--- config.mk ---
export PLATFORM = sky130hd
export DESIGN_NAME = lcmon_top
export DESIGN_NICKNAME = d
export VERILOG_FILES = /design/src/lcmon_pkg.sv /design/src/lcmon_top.sv
export SDC_FILE = /design/constraint.sdc
export NUM_CORES = 2
export LEC_CHECK = 0
export ABC_AREA = 1
export BUFFER_PORTS_ARGS = -buffer_cell sky130_fd_sc_hd__buf_2
export CORE_UTILIZATION = 60
export CTS_BUF_LIST = sky130_fd_sc_hd__clkbuf_8 sky130_fd_sc_hd__clkbuf_16
export DETAILED_ROUTE_END_ITERATION = 16
export PLACE_DENSITY = 0.72
export RECOVER_POWER = 100
export SLEW_MARGIN = 25
export SYNTH_ARGS = -nofsm -noshare
export SYNTH_HDL_FRONTEND = slang
export SYNTH_SLANG_ARGS = --single-unit
--- constraint.sdc ---
create_clock -name REF_CLK_IN -period 16.8 [get_ports REF_CLK_IN]
set_input_delay 1.68 -clock REF_CLK_IN [delete_from_list [all_inputs] [get_ports REF_CLK_IN]]
set_output_delay 1.68 -clock REF_CLK_IN [all_outputs]
set_load 0.02 [all_outputs]
--- src/lcmon_pkg.sv ---
// Functional notes
// - The saturation feedforward enable sits in the duty-limit register, written by the host.
// - The compensator is a third-order transfer function with three zeros and three poles.
// - The first pole integrates and the third pole low-pass filters switching noise.
// - Four numerator and three denominator coefficients set the pole and zero positions.
// - Numerator coefficients are high/low register pairs, denominators single registers.
// - One shared 8-bit converter digitises output voltage, output current and temperature.
// - Each monitored quantity is sampled at no less than 700 Hz.
// - The voltage, current and temperature monitor registers always hold the latest results.
// - Each current reading is corrected with the latest temperature reading.
// - Error outside the setpoint window forces duty to zero or limit within one switching cycle.
// - The maximum duty cycle is held in the duty-limit register, written by the host.
package lcmon_pkg;
  // ----------------------------------------
  // Widths and field positions
  // ----------------------------------------
  localparam int DATA_W = 8;
  localparam int ACC_W = 24;
  localparam int FRAC_W = 8;
  localparam int DLIM_SATEN_BIT = 7;
  localparam int DLIM_LIM_MSB = 6;
  // ----------------------------------------
  // Reset values
  // ----------------------------------------
  localparam logic [7:0] DLIM_RST = 8'h40;
  localparam logic [7:0] COEF_RST = 8'h00;
  localparam logic [7:0] MON_RST = 8'h00;
  // ----------------------------------------
  // Timing
  // ----------------------------------------
  localparam int CLK_HZ = 50000000;
  localparam int MON_MIN_HZ = 700;
  localparam int MON_CHANNELS = 3;
  // Cycles between conversion starts, a third of the longest time per quantity, rounded down
  localparam int MON_SLOT_CYC = CLK_HZ / (MON_MIN_HZ * MON_CHANNELS);
  localparam int TCOMP_REF = 8'h40;
  // ----------------------------------------
  // Monitor channel selection
  // ----------------------------------------
  typedef enum logic [1:0] {
    LCM_CH_VOUT = 2'b00,
    LCM_CH_IOUT = 2'b01,
    LCM_CH_TEMP = 2'b10
  } lcm_chan_e;
endpackage : lcmon_pkg

--- src/lcmon_top.sv ---
`timescale 1ns/1ps
module lcmon_top
  import lcmon_pkg::*;
#(
  parameter int MON_SLOT = MON_SLOT_CYC,
  parameter int ERR_WIN = 16
) (
  // Clock and reset
  input wire logic REF_CLK_IN,
  input wire logic RESET_N_IN,
  // Coefficient and limit writes from the host interface
  input wire logic REG_WR_IN,
  input wire logic [3:0] REG_SEL_IN,
  input wire logic [7:0] REG_DATA_IN,
  // Switching cycle and loop error
  input wire logic CYCLE_START_IN,
  input wire logic signed [7:0] VERR_IN,
  // Shared converter
  input wire logic ADC_DONE_IN,
  input wire logic [7:0] ADC_DATA_IN,
  output logic ADC_START_OUT,
  output logic [1:0] ADC_CHAN_OUT,
  // Duty output
  output logic [7:0] DUTY_OUT,
  output logic DUTY_VALID_OUT,
  // Register readback
  output logic [7:0] DUTY_LIMIT_REG_OUT,
  output logic [7:0] VOUT_MONITOR_OUT,
  output logic [7:0] IOUT_MONITOR_OUT,
  output logic [7:0] TEMP_MONITOR_OUT
);
  // ----------------------------------------
  // Register selects
  // ----------------------------------------
  localparam logic [3:0] SEL_DLIM = 4'h0;
  localparam logic [3:0] SEL_DEN1 = 4'h9;
  localparam logic [3:0] SEL_DEN2 = 4'ha;
  localparam logic [3:0] SEL_DEN3 = 4'hb;

  function automatic logic signed [ACC_W-1:0] mul_s(input logic signed [15:0] c,
                                                    input logic signed [ACC_W-1:0] x);
    logic signed [ACC_W+15:0] p;
    p = c * x;
    mul_s = ACC_W'(p >>> FRAC_W);
  endfunction : mul_s

  logic [7:0] duty_limit_reg_q;
  logic [7:0] num_hi_q [4];
  logic [7:0] num_lo_q [4];
  logic [7:0] den_q [3];
  logic signed [15:0] num_act_q [4];
  logic signed [15:0] den_act_q [3];

  // ----------------------------------------
  // Host-written registers
  // ----------------------------------------
  always_ff @(posedge REF_CLK_IN) begin
    if (!RESET_N_IN) begin
      duty_limit_reg_q <= DLIM_RST;
      for (int i = 0; i < 4; i++) begin
        num_hi_q[i] <= COEF_RST;
        num_lo_q[i] <= COEF_RST;
      end
      for (int i = 0; i < 3; i++) begin
        den_q[i] <= COEF_RST;
      end
    end else if (REG_WR_IN) begin
      if (REG_SEL_IN == SEL_DLIM) begin
        duty_limit_reg_q <= REG_DATA_IN;
      end
      for (int i = 0; i < 4; i++) begin
        if (REG_SEL_IN == 4'(1 + 2 * i)) begin
          num_hi_q[i] <= REG_DATA_IN;
        end
        if (REG_SEL_IN == 4'(2 + 2 * i)) begin
          num_lo_q[i] <= REG_DATA_IN;
        end
      end
      if (REG_SEL_IN == SEL_DEN1) den_q[0] <= REG_DATA_IN;
      if (REG_SEL_IN == SEL_DEN2) den_q[1] <= REG_DATA_IN;
      if (REG_SEL_IN == SEL_DEN3) den_q[2] <= REG_DATA_IN;
    end
  end

  // ----------------------------------------
  // Coefficients taken at cycle boundary
  // ----------------------------------------
  always_ff @(posedge REF_CLK_IN) begin
    if (!RESET_N_IN) begin
      for (int i = 0; i < 4; i++) num_act_q[i] <= 16'h0000;
      for (int i = 0; i < 3; i++) den_act_q[i] <= 16'h0000;
    end else if (CYCLE_START_IN) begin
      for (int i = 0; i < 4; i++) num_act_q[i] <= {num_hi_q[i], num_lo_q[i]};
      for (int i = 0; i < 3; i++) den_act_q[i] <= {{8{den_q[i][7]}}, den_q[i]};
    end
  end

  // ----------------------------------------
  // Third-order filter: 3 poles, 3 zeros
  // ----------------------------------------
  logic signed [ACC_W-1:0] x_q [3];
  logic signed [ACC_W-1:0] y_q [3];
  logic signed [ACC_W-1:0] x0;
  logic signed [ACC_W-1:0] y_d;
  logic [7:0] lim;
  logic [7:0] duty_d;
  logic sat_en;

  assign lim = {1'b0, duty_limit_reg_q[DLIM_LIM_MSB:0]};
  assign sat_en = duty_limit_reg_q[DLIM_SATEN_BIT];

  always_comb begin
    x0 = ACC_W'(VERR_IN);
    // y = C0x0+C1x1+C2x2+C3x3 - (B1y1+B2y2+B3y3); integrator pole from B1
    y_d = mul_s(num_act_q[0], x0) + mul_s(num_act_q[1], x_q[0])
        + mul_s(num_act_q[2], x_q[1]) + mul_s(num_act_q[3], x_q[2])
        - mul_s(den_act_q[0], y_q[0]) - mul_s(den_act_q[1], y_q[1])
        - mul_s(den_act_q[2], y_q[2]);
    if (y_d < 0) begin
      duty_d = 8'h00;
    end else if (y_d > ACC_W'(lim)) begin
      duty_d = lim;
    end else begin
      duty_d = y_d[7:0];
    end
    if (sat_en && (VERR_IN > 8'(ERR_WIN))) begin
      duty_d = lim;
    end else if (sat_en && (VERR_IN < -8'(ERR_WIN))) begin
      duty_d = 8'h00;
    end
  end

  always_ff @(posedge REF_CLK_IN) begin
    if (!RESET_N_IN) begin
      for (int i = 0; i < 3; i++) begin
        x_q[i] <= '0;
        y_q[i] <= '0;
      end
      DUTY_OUT <= 8'h00;
      DUTY_VALID_OUT <= 1'b0;
    end else begin
      DUTY_VALID_OUT <= CYCLE_START_IN;
      if (CYCLE_START_IN) begin
        x_q[0] <= x0;
        x_q[1] <= x_q[0];
        x_q[2] <= x_q[1];
        // Feed clamped value back so the integrator cannot wind up
        y_q[0] <= ACC_W'(duty_d);
        y_q[1] <= y_q[0];
        y_q[2] <= y_q[1];
        DUTY_OUT <= duty_d;
      end
    end
  end

  always_ff @(posedge REF_CLK_IN) begin
    if (!RESET_N_IN) DUTY_LIMIT_REG_OUT <= DLIM_RST;
    else DUTY_LIMIT_REG_OUT <= duty_limit_reg_q;
  end

  // ----------------------------------------
  // Monitor sequencer on shared converter
  // ----------------------------------------
  logic [31:0] slot_cnt_q;
  logic busy_q;
  logic [7:0] temp_q;

  function automatic logic [7:0] temp_corr(input logic [7:0] i, input logic [7:0] t);
    logic [16:0] p;
    // Resistance rises with temperature, so scale the reading down as it warms
    p = 17'(i) * 17'(9'h100 - {1'b0, t[7:1]} + 9'(TCOMP_REF >> 1));
    temp_corr = (p[16:8] > 9'h0ff) ? 8'hff : p[15:8];
  endfunction : temp_corr

  always_ff @(posedge REF_CLK_IN) begin
    if (!RESET_N_IN) begin
      slot_cnt_q <= '0;
      busy_q <= 1'b0;
      ADC_START_OUT <= 1'b0;
      ADC_CHAN_OUT <= LCM_CH_VOUT;
    end else begin
      ADC_START_OUT <= 1'b0;
      if (slot_cnt_q >= 32'(MON_SLOT - 1)) begin
        slot_cnt_q <= '0;
        if (!busy_q) begin
          ADC_START_OUT <= 1'b1;
          busy_q <= 1'b1;
        end
      end else begin
        slot_cnt_q <= slot_cnt_q + 32'h1;
      end
      if (busy_q && ADC_DONE_IN) begin
        busy_q <= 1'b0;
        case (ADC_CHAN_OUT)
          LCM_CH_VOUT: ADC_CHAN_OUT <= LCM_CH_IOUT;
          LCM_CH_IOUT: ADC_CHAN_OUT <= LCM_CH_TEMP;
          LCM_CH_TEMP: ADC_CHAN_OUT <= LCM_CH_VOUT;
          default: ADC_CHAN_OUT <= LCM_CH_VOUT;
        endcase
      end
    end
  end

  always_ff @(posedge REF_CLK_IN) begin
    if (!RESET_N_IN) begin
      VOUT_MONITOR_OUT <= MON_RST;
      IOUT_MONITOR_OUT <= MON_RST;
      TEMP_MONITOR_OUT <= MON_RST;
      temp_q <= MON_RST;
    end else if (busy_q && ADC_DONE_IN) begin
      case (ADC_CHAN_OUT)
        LCM_CH_VOUT: VOUT_MONITOR_OUT <= ADC_DATA_IN;
        LCM_CH_IOUT: IOUT_MONITOR_OUT <= temp_corr(ADC_DATA_IN, temp_q);
        LCM_CH_TEMP: begin
          TEMP_MONITOR_OUT <= ADC_DATA_IN;
          temp_q <= ADC_DATA_IN;
        end
        default: temp_q <= temp_q;
      endcase
    end
  end
endmodule : lcmon_top

# == Word-level counts from Yosys, hierarchy flattened ==
# Memory sizes are Yosys's and may differ from the RTL's.
# Index checks and enable logic that the tools add are counted.
# word_totals
reg_bits,85
ramBits,344
out_inout_bits,44
n_memories,7
# mem_list
name,depth,width,read_ports,rd_clocked_by_memory_dff,wr,line_no,text
x_q,3,24,3,0,3,lcmon_top.sv:101,logic signed [ACC_W-1:0] x_q [3];
y_q,3,24,3,0,3,lcmon_top.sv:102,logic signed [ACC_W-1:0] y_q [3];
num_act_q,4,16,4,0,4,lcmon_top.sv:51,logic signed [15:0] num_act_q [4];
den_act_q,3,16,3,0,3,lcmon_top.sv:52,logic signed [15:0] den_act_q [3];
num_hi_q,4,8,4,0,4,lcmon_top.sv:48,logic [7:0] num_hi_q [4];
num_lo_q,4,8,4,0,4,lcmon_top.sv:49,logic [7:0] num_lo_q [4];
+1 memories,--,--,--,--,--,--,
# op_classes
add_sub_neg,9
n_mul,8
n_lt_le_gt_ge,6
n_eq_ne,13
n_mux,79
bitwise_logic,25
reduce_logical,12
# op_table
cell,n
16-bit by 24-bit multiplier with 32-bit output,6
24-bit 2-to-1 mux,6
8-bit 2-to-1 mux,16
16-bit 2-to-1 mux,7
24-bit subtractor,3
1-bit 2-to-1 mux,49
24-bit adder,2
"32-bit by 1-bit adder with 32-bit output, second input constant",1
"32-bit by 15-bit >= comparator with 1-bit output, second input constant",1
16-bit by 24-bit adder with 24-bit output,1
24-bit by 7-bit > comparator with 1-bit output,1
"24-bit by 1-bit < comparator with 1-bit output, second input constant",1
16-bit by 8-bit multiplier with 24-bit output,1
1-bit bitwise OR,24
9-bit by 11-bit multiplier with 17-bit output,1
"4-bit by 3-bit == test with 1-bit output, second input constant",4
"4-bit == test, second input constant",4
"10-bit by 7-bit adder with 11-bit output, second input constant",1
2-bit AND reduction,5
"9-bit by 7-bit subtractor with 10-bit output, first input constant",1
"9-bit by 8-bit > comparator with 1-bit output, second input constant",1
"4-bit by 2-bit == test with 1-bit output, second input constant",2
"8-bit by 6-bit > comparator with 1-bit output, second input constant",1
"8-bit by 5-bit < comparator with 1-bit output, second input constant",1
9 further kinds,12

# == Logic depth before layout (Yosys ltp) ==
# An unclocked memory read counts as a cell.
# depth
ltp_word,14
mapped_depth,55
depth_no_buf,53

# == Least setup slack after synthesis ==
# OpenSTA, ideal clock, no wires.
# synth_timing
path_type,input -> register
startpoint,input VERR_IN[2]
endpoint,"memory y_q[0][3], data pin"
arrival_ps,10265
t_required_ps,16549
slack_ps,6285
cell_stages,47
n_path_buf,2
cell_sequence,clkbuf_1 > clkbuf_1 > nand2_1 > fa_1 > fa_1 > inv_1 > fa_1 > inv_1 > fa_1 > inv_1 > ha_1 > nand2_1 > o21bai_1 > a21oi_1 > o21ai_1 > a21oi_1 > inv_1 > a21oi_1 > [11 not listed] > nand3_1 > xor2_1 > ha_1 > and3_1 > nand2_1 > nand2_1 > nand2_1 > nand4_1 > nor2_1 > nand4_1 > nor2_1 > nand4_1 > nor2_4 > nand2_4 > o21ai_2 > nand2_1 > nand2_1 > inv_1
# synth_rtl
item,line_no,text
"start, declared",lcmon_top.sv:17,"input wire logic signed [7:0] VERR_IN,"
"end, declared",lcmon_top.sv:102,

==> flow_summary_export.csv <==
group,metric,value,unit
cts,clock-sinks,309,
sta,rsz0062_at_grt,"no",
min_path,whs_path_depth,2,
global_route,grt_overflow_total,0,
yosys,synth_seq_cells,309,
global_route,grt_max_degree,74,
min_path,hold_end,"DUTY_OUT[7]",
flow_run,maxCapViolations,7,
routing,ant_nets,0,
cts,clockBufferDepth,3,
yosys,netlist_area,56300,um^2
outcome,outcome,"finished with violations",
die,die_y,308,um
yosys,syn-instance-count,6677,
setup_path,worstSetupPathType,"register to register",
cts,clk_latency,0.59,ns
routing,vias_per_cell,5.19,
routing,drtIter0Drc,2697,
setup_path,endpoint_kind,"register",
yosys,avgSynthCellArea,8.44,um^2
routing,wl_per_cell,16.8,um
die,die_area,95100,um^2
final_layout,area_growth,4.24,%
sta,fmax,0.0841,GHz
outcome,violations,"capacitance limit, slew limit",
final_layout,fin_nets,8306,
sta,skew,0.0483,ns
setup_path,crit_slowest_cell,"edfxtp_1",
cts,clk_pin_slew_worst_paths,0.06,ns
sta,hold_viol,0,
yosys,synth_warnings,0,
setup_path,startpoint_type,"register",
routing,dr_total_vias,41100,
setup_path,r2r-start,"x_q[0][47]",
global_route,antenna_found_initial,1,
yosys,yosysUniqueCellTypes,60,
cts,numCtsBuffers,36,
yosys,synth_edf_count,224,
final_layout,post-route-util,0.630,
sta,fin_setup_tns,0,ns
cts,cts-resized-gates,0,
global_route,grt_usage,0.293,
setup_path,required,17.12,ns
min_path,hp-start,"DUTY_OUT[7]",
cts,cts_tree,"done",
placement,place_hpwl,112,mm
die,rows,112,
sta,slew_headroom,-2.00,
die,start_util,0.604,
cts,htreeDepth,2,
routing,routed_wl,133,mm
sta,timing.final.crit_period,11.89,ns
setup_path,slowest_delay,0.78,ns
die,die_w,308,um
setup_path,crit_fanout,17,
setup_path,worst_path_dominant_cell_family,"adder cells",
yosys,synthArstFlopShare,0,
placement,portBuffers,76,
setup_path,cp_num_buf_inv,7,
yosys,yosysSeqAreaShare,0.150,
sta,finalCritPeriodShare,0.708,
cts,postCtsSetupBuffers,0,
setup_path,r2r-end,"y_q[0][3]",
cts,ctsHoldBuffers,0,
setup_path,reg2reg_slack,4.91,ns
placement,gp_congestion,0.950,
yosys,yosys_most_used_dff,"edfxtp_1",
cts,clockRootBuffer,"clkbuf_16",
final_layout,fillers,8111,
min_path,min_path_type,"register to register",
routing,drc,0,
sta,worstMarginPinSlew,4.51,ns
final_layout,drive_above_1_share,0.0320,
sta,finalSetupViolations,0,
setup_path,cp.arrival,12.22,ns
final_layout,antenna_cells,0,
setup_path,rr_worst_depth,45,
routing,dr.pass1.iters,5,
global_route,first_global_vias,42300,
die,core-area,93200,um^2
sta,slew_viol_final,355,
die,io_pins,77,
global_route,grt_pass1_wl,218,mm
setup_path,cpMostUsedCell,"nand2_1",
[cell type report]
class,count,area (um^2),area share
Inverter,1895,7110,0.121
Sequential cell,309,8430,0.144
Multi-Input combinational cell,4304,40100,0.683
Clock inverter,28,181,0.00309
Tap cell,1254,1570,0.0267
Clock buffer,37,926,0.0158
Timing Repair Buffer,89,408,0.00695
[metrics by stage]
step | worst slack, ns | hold WS, ns | cell area [um^2] | cells
final | 4.91 | 0.425 | 58700 | 7916
after CTS | 5.50 | 0.429 | 58800 | 7916
after global placement | 5.57 | 0.416 | 57700 | 7851
after floorplan | 6.28 | 0.425 | 56400 | 6694
after detailed placement | 5.29 | 0.418 | 57700 | 7851
after global routing | 4.02 | 0.481 | 58700 | 7916
[layout by cell type (no fill, tap or decap), drive strengths merged, types with 93 or more instances in the layout]
master	instances
fa	954
xor2	93
a21oi	237
nand3	111
ha	684
o21ai	128
inv	1891
edfxtp	224
nand2	1336
nor2	446
[sequential cells by signal (all words and copies together) (netlist names)]
name	flops
ADC_CHAN_OUT	2
num_hi_q	32
slot_cnt_q	32
num_lo_q	32
den_act_q	24
VOUT_MONITOR_OUT	8
DUTY_OUT	8
x_q	24
ADC_START_OUT	1
den_q	24
y_q	24
TEMP_MONITOR_OUT	8
DUTY_LIMIT_REG_OUT	8
DUTY_VALID_OUT	1
IOUT_MONITOR_OUT	8
busy_q	1
duty_limit_reg_q	8
num_act_q	64
[cells in the mapped netlist, drive strengths merged, types with 2 or more instances]
cell | n | area share
o211ai | 6 | 0.00080
a21oi | 237 | 0.022
o21a | 5 | 0.00067
nand3b | 10 | 0.0013
inv | 1880 | 0.13
a21boi | 4 | 0.00067
a221oi | 2 | 0.00031
a31oi | 17 | 0.0019
nand4 | 25 | 0.0028
or2 | 28 | 0.0031
and3 | 2 | 0.00022
o21ai | 128 | 0.012
nor2 | 446 | 0.030
nand2 | 1336 | 0.091
ha | 684 | 0.15
o311ai | 2 | 0.00031
xnor2 | 84 | 0.013
xor2 | 93 | 0.015
clkinv | 15 | 0.0010
o21bai | 20 | 0.0027
nor3b | 4 | 0.00053
a211oi | 10 | 0.0013
o221ai | 2 | 0.00031
fa | 954 | 0.34
clkbuf | 169 | 0.011
nor4 | 8 | 0.00089
nand3 | 111 | 0.011
a22oi | 2 | 0.00027
nor3 | 27 | 0.0026
buf | 17 | 0.0016
edfxtp | 224 | 0.12
o31ai | 4 | 0.00053
dfxtp | 85 | 0.030
a21o | 30 | 0.0040
[worst reg2reg max path: cells and delay by family, from the launching register on]
family                   cells  cell delay (ns)
AO/OA/AOI/OAI                3             0.52
adder cells (fa/ha/maj)     13             6.27
AND/OR/NAND/NOR             20             2.89
buffers and inverters        7             0.35
XOR/XNOR                     2             0.82
flip-flops                   1             0.78
[how the worst max path moves through the flow]
stage / from / to / cells after the start
finish: x_q[0][47] / y_q[0][3] / 45
CTS: x_q[0][47] / y_q[0][3] / 45
detailed placement: VERR_IN[7] / y_q[0][3] / 46
floorplan: VERR_IN[2] / y_q[0][3] / 47
global route: x_q[0][47] / y_q[0][3] / 45
global placement: VERR_IN[7] / y_q[0][3] / 46
[layer usage]
layer | share of wire | global-route usage | vias up
met3 | 0.069 | 0.0410 | 192
met2 | 0.47 | 0.485 | 1130
li1 | - | - | 19600
met5 | 0 | 0 | -
met4 | 0.026 | 0.0752 | 0
met1 | 0.44 | 0.407 | 20200
[cell families after synthesis]
| group | share of synthesized area |
|---|---|
| other | 0.0000666 |
| AND/OR/NAND/NOR | 0.144 |
| buffers and inverters | 0.139 |
| XOR/XNOR | 0.0278 |
| adder cells (fa/ha/maj) | 0.491 |
| flip-flops | 0.150 |
| AO/OA/AOI/OAI | 0.0481 |
Power is left out: the tool's default activity adds up to more than one toggle a clock period on the data nets, which glitch-free logic cannot reach.
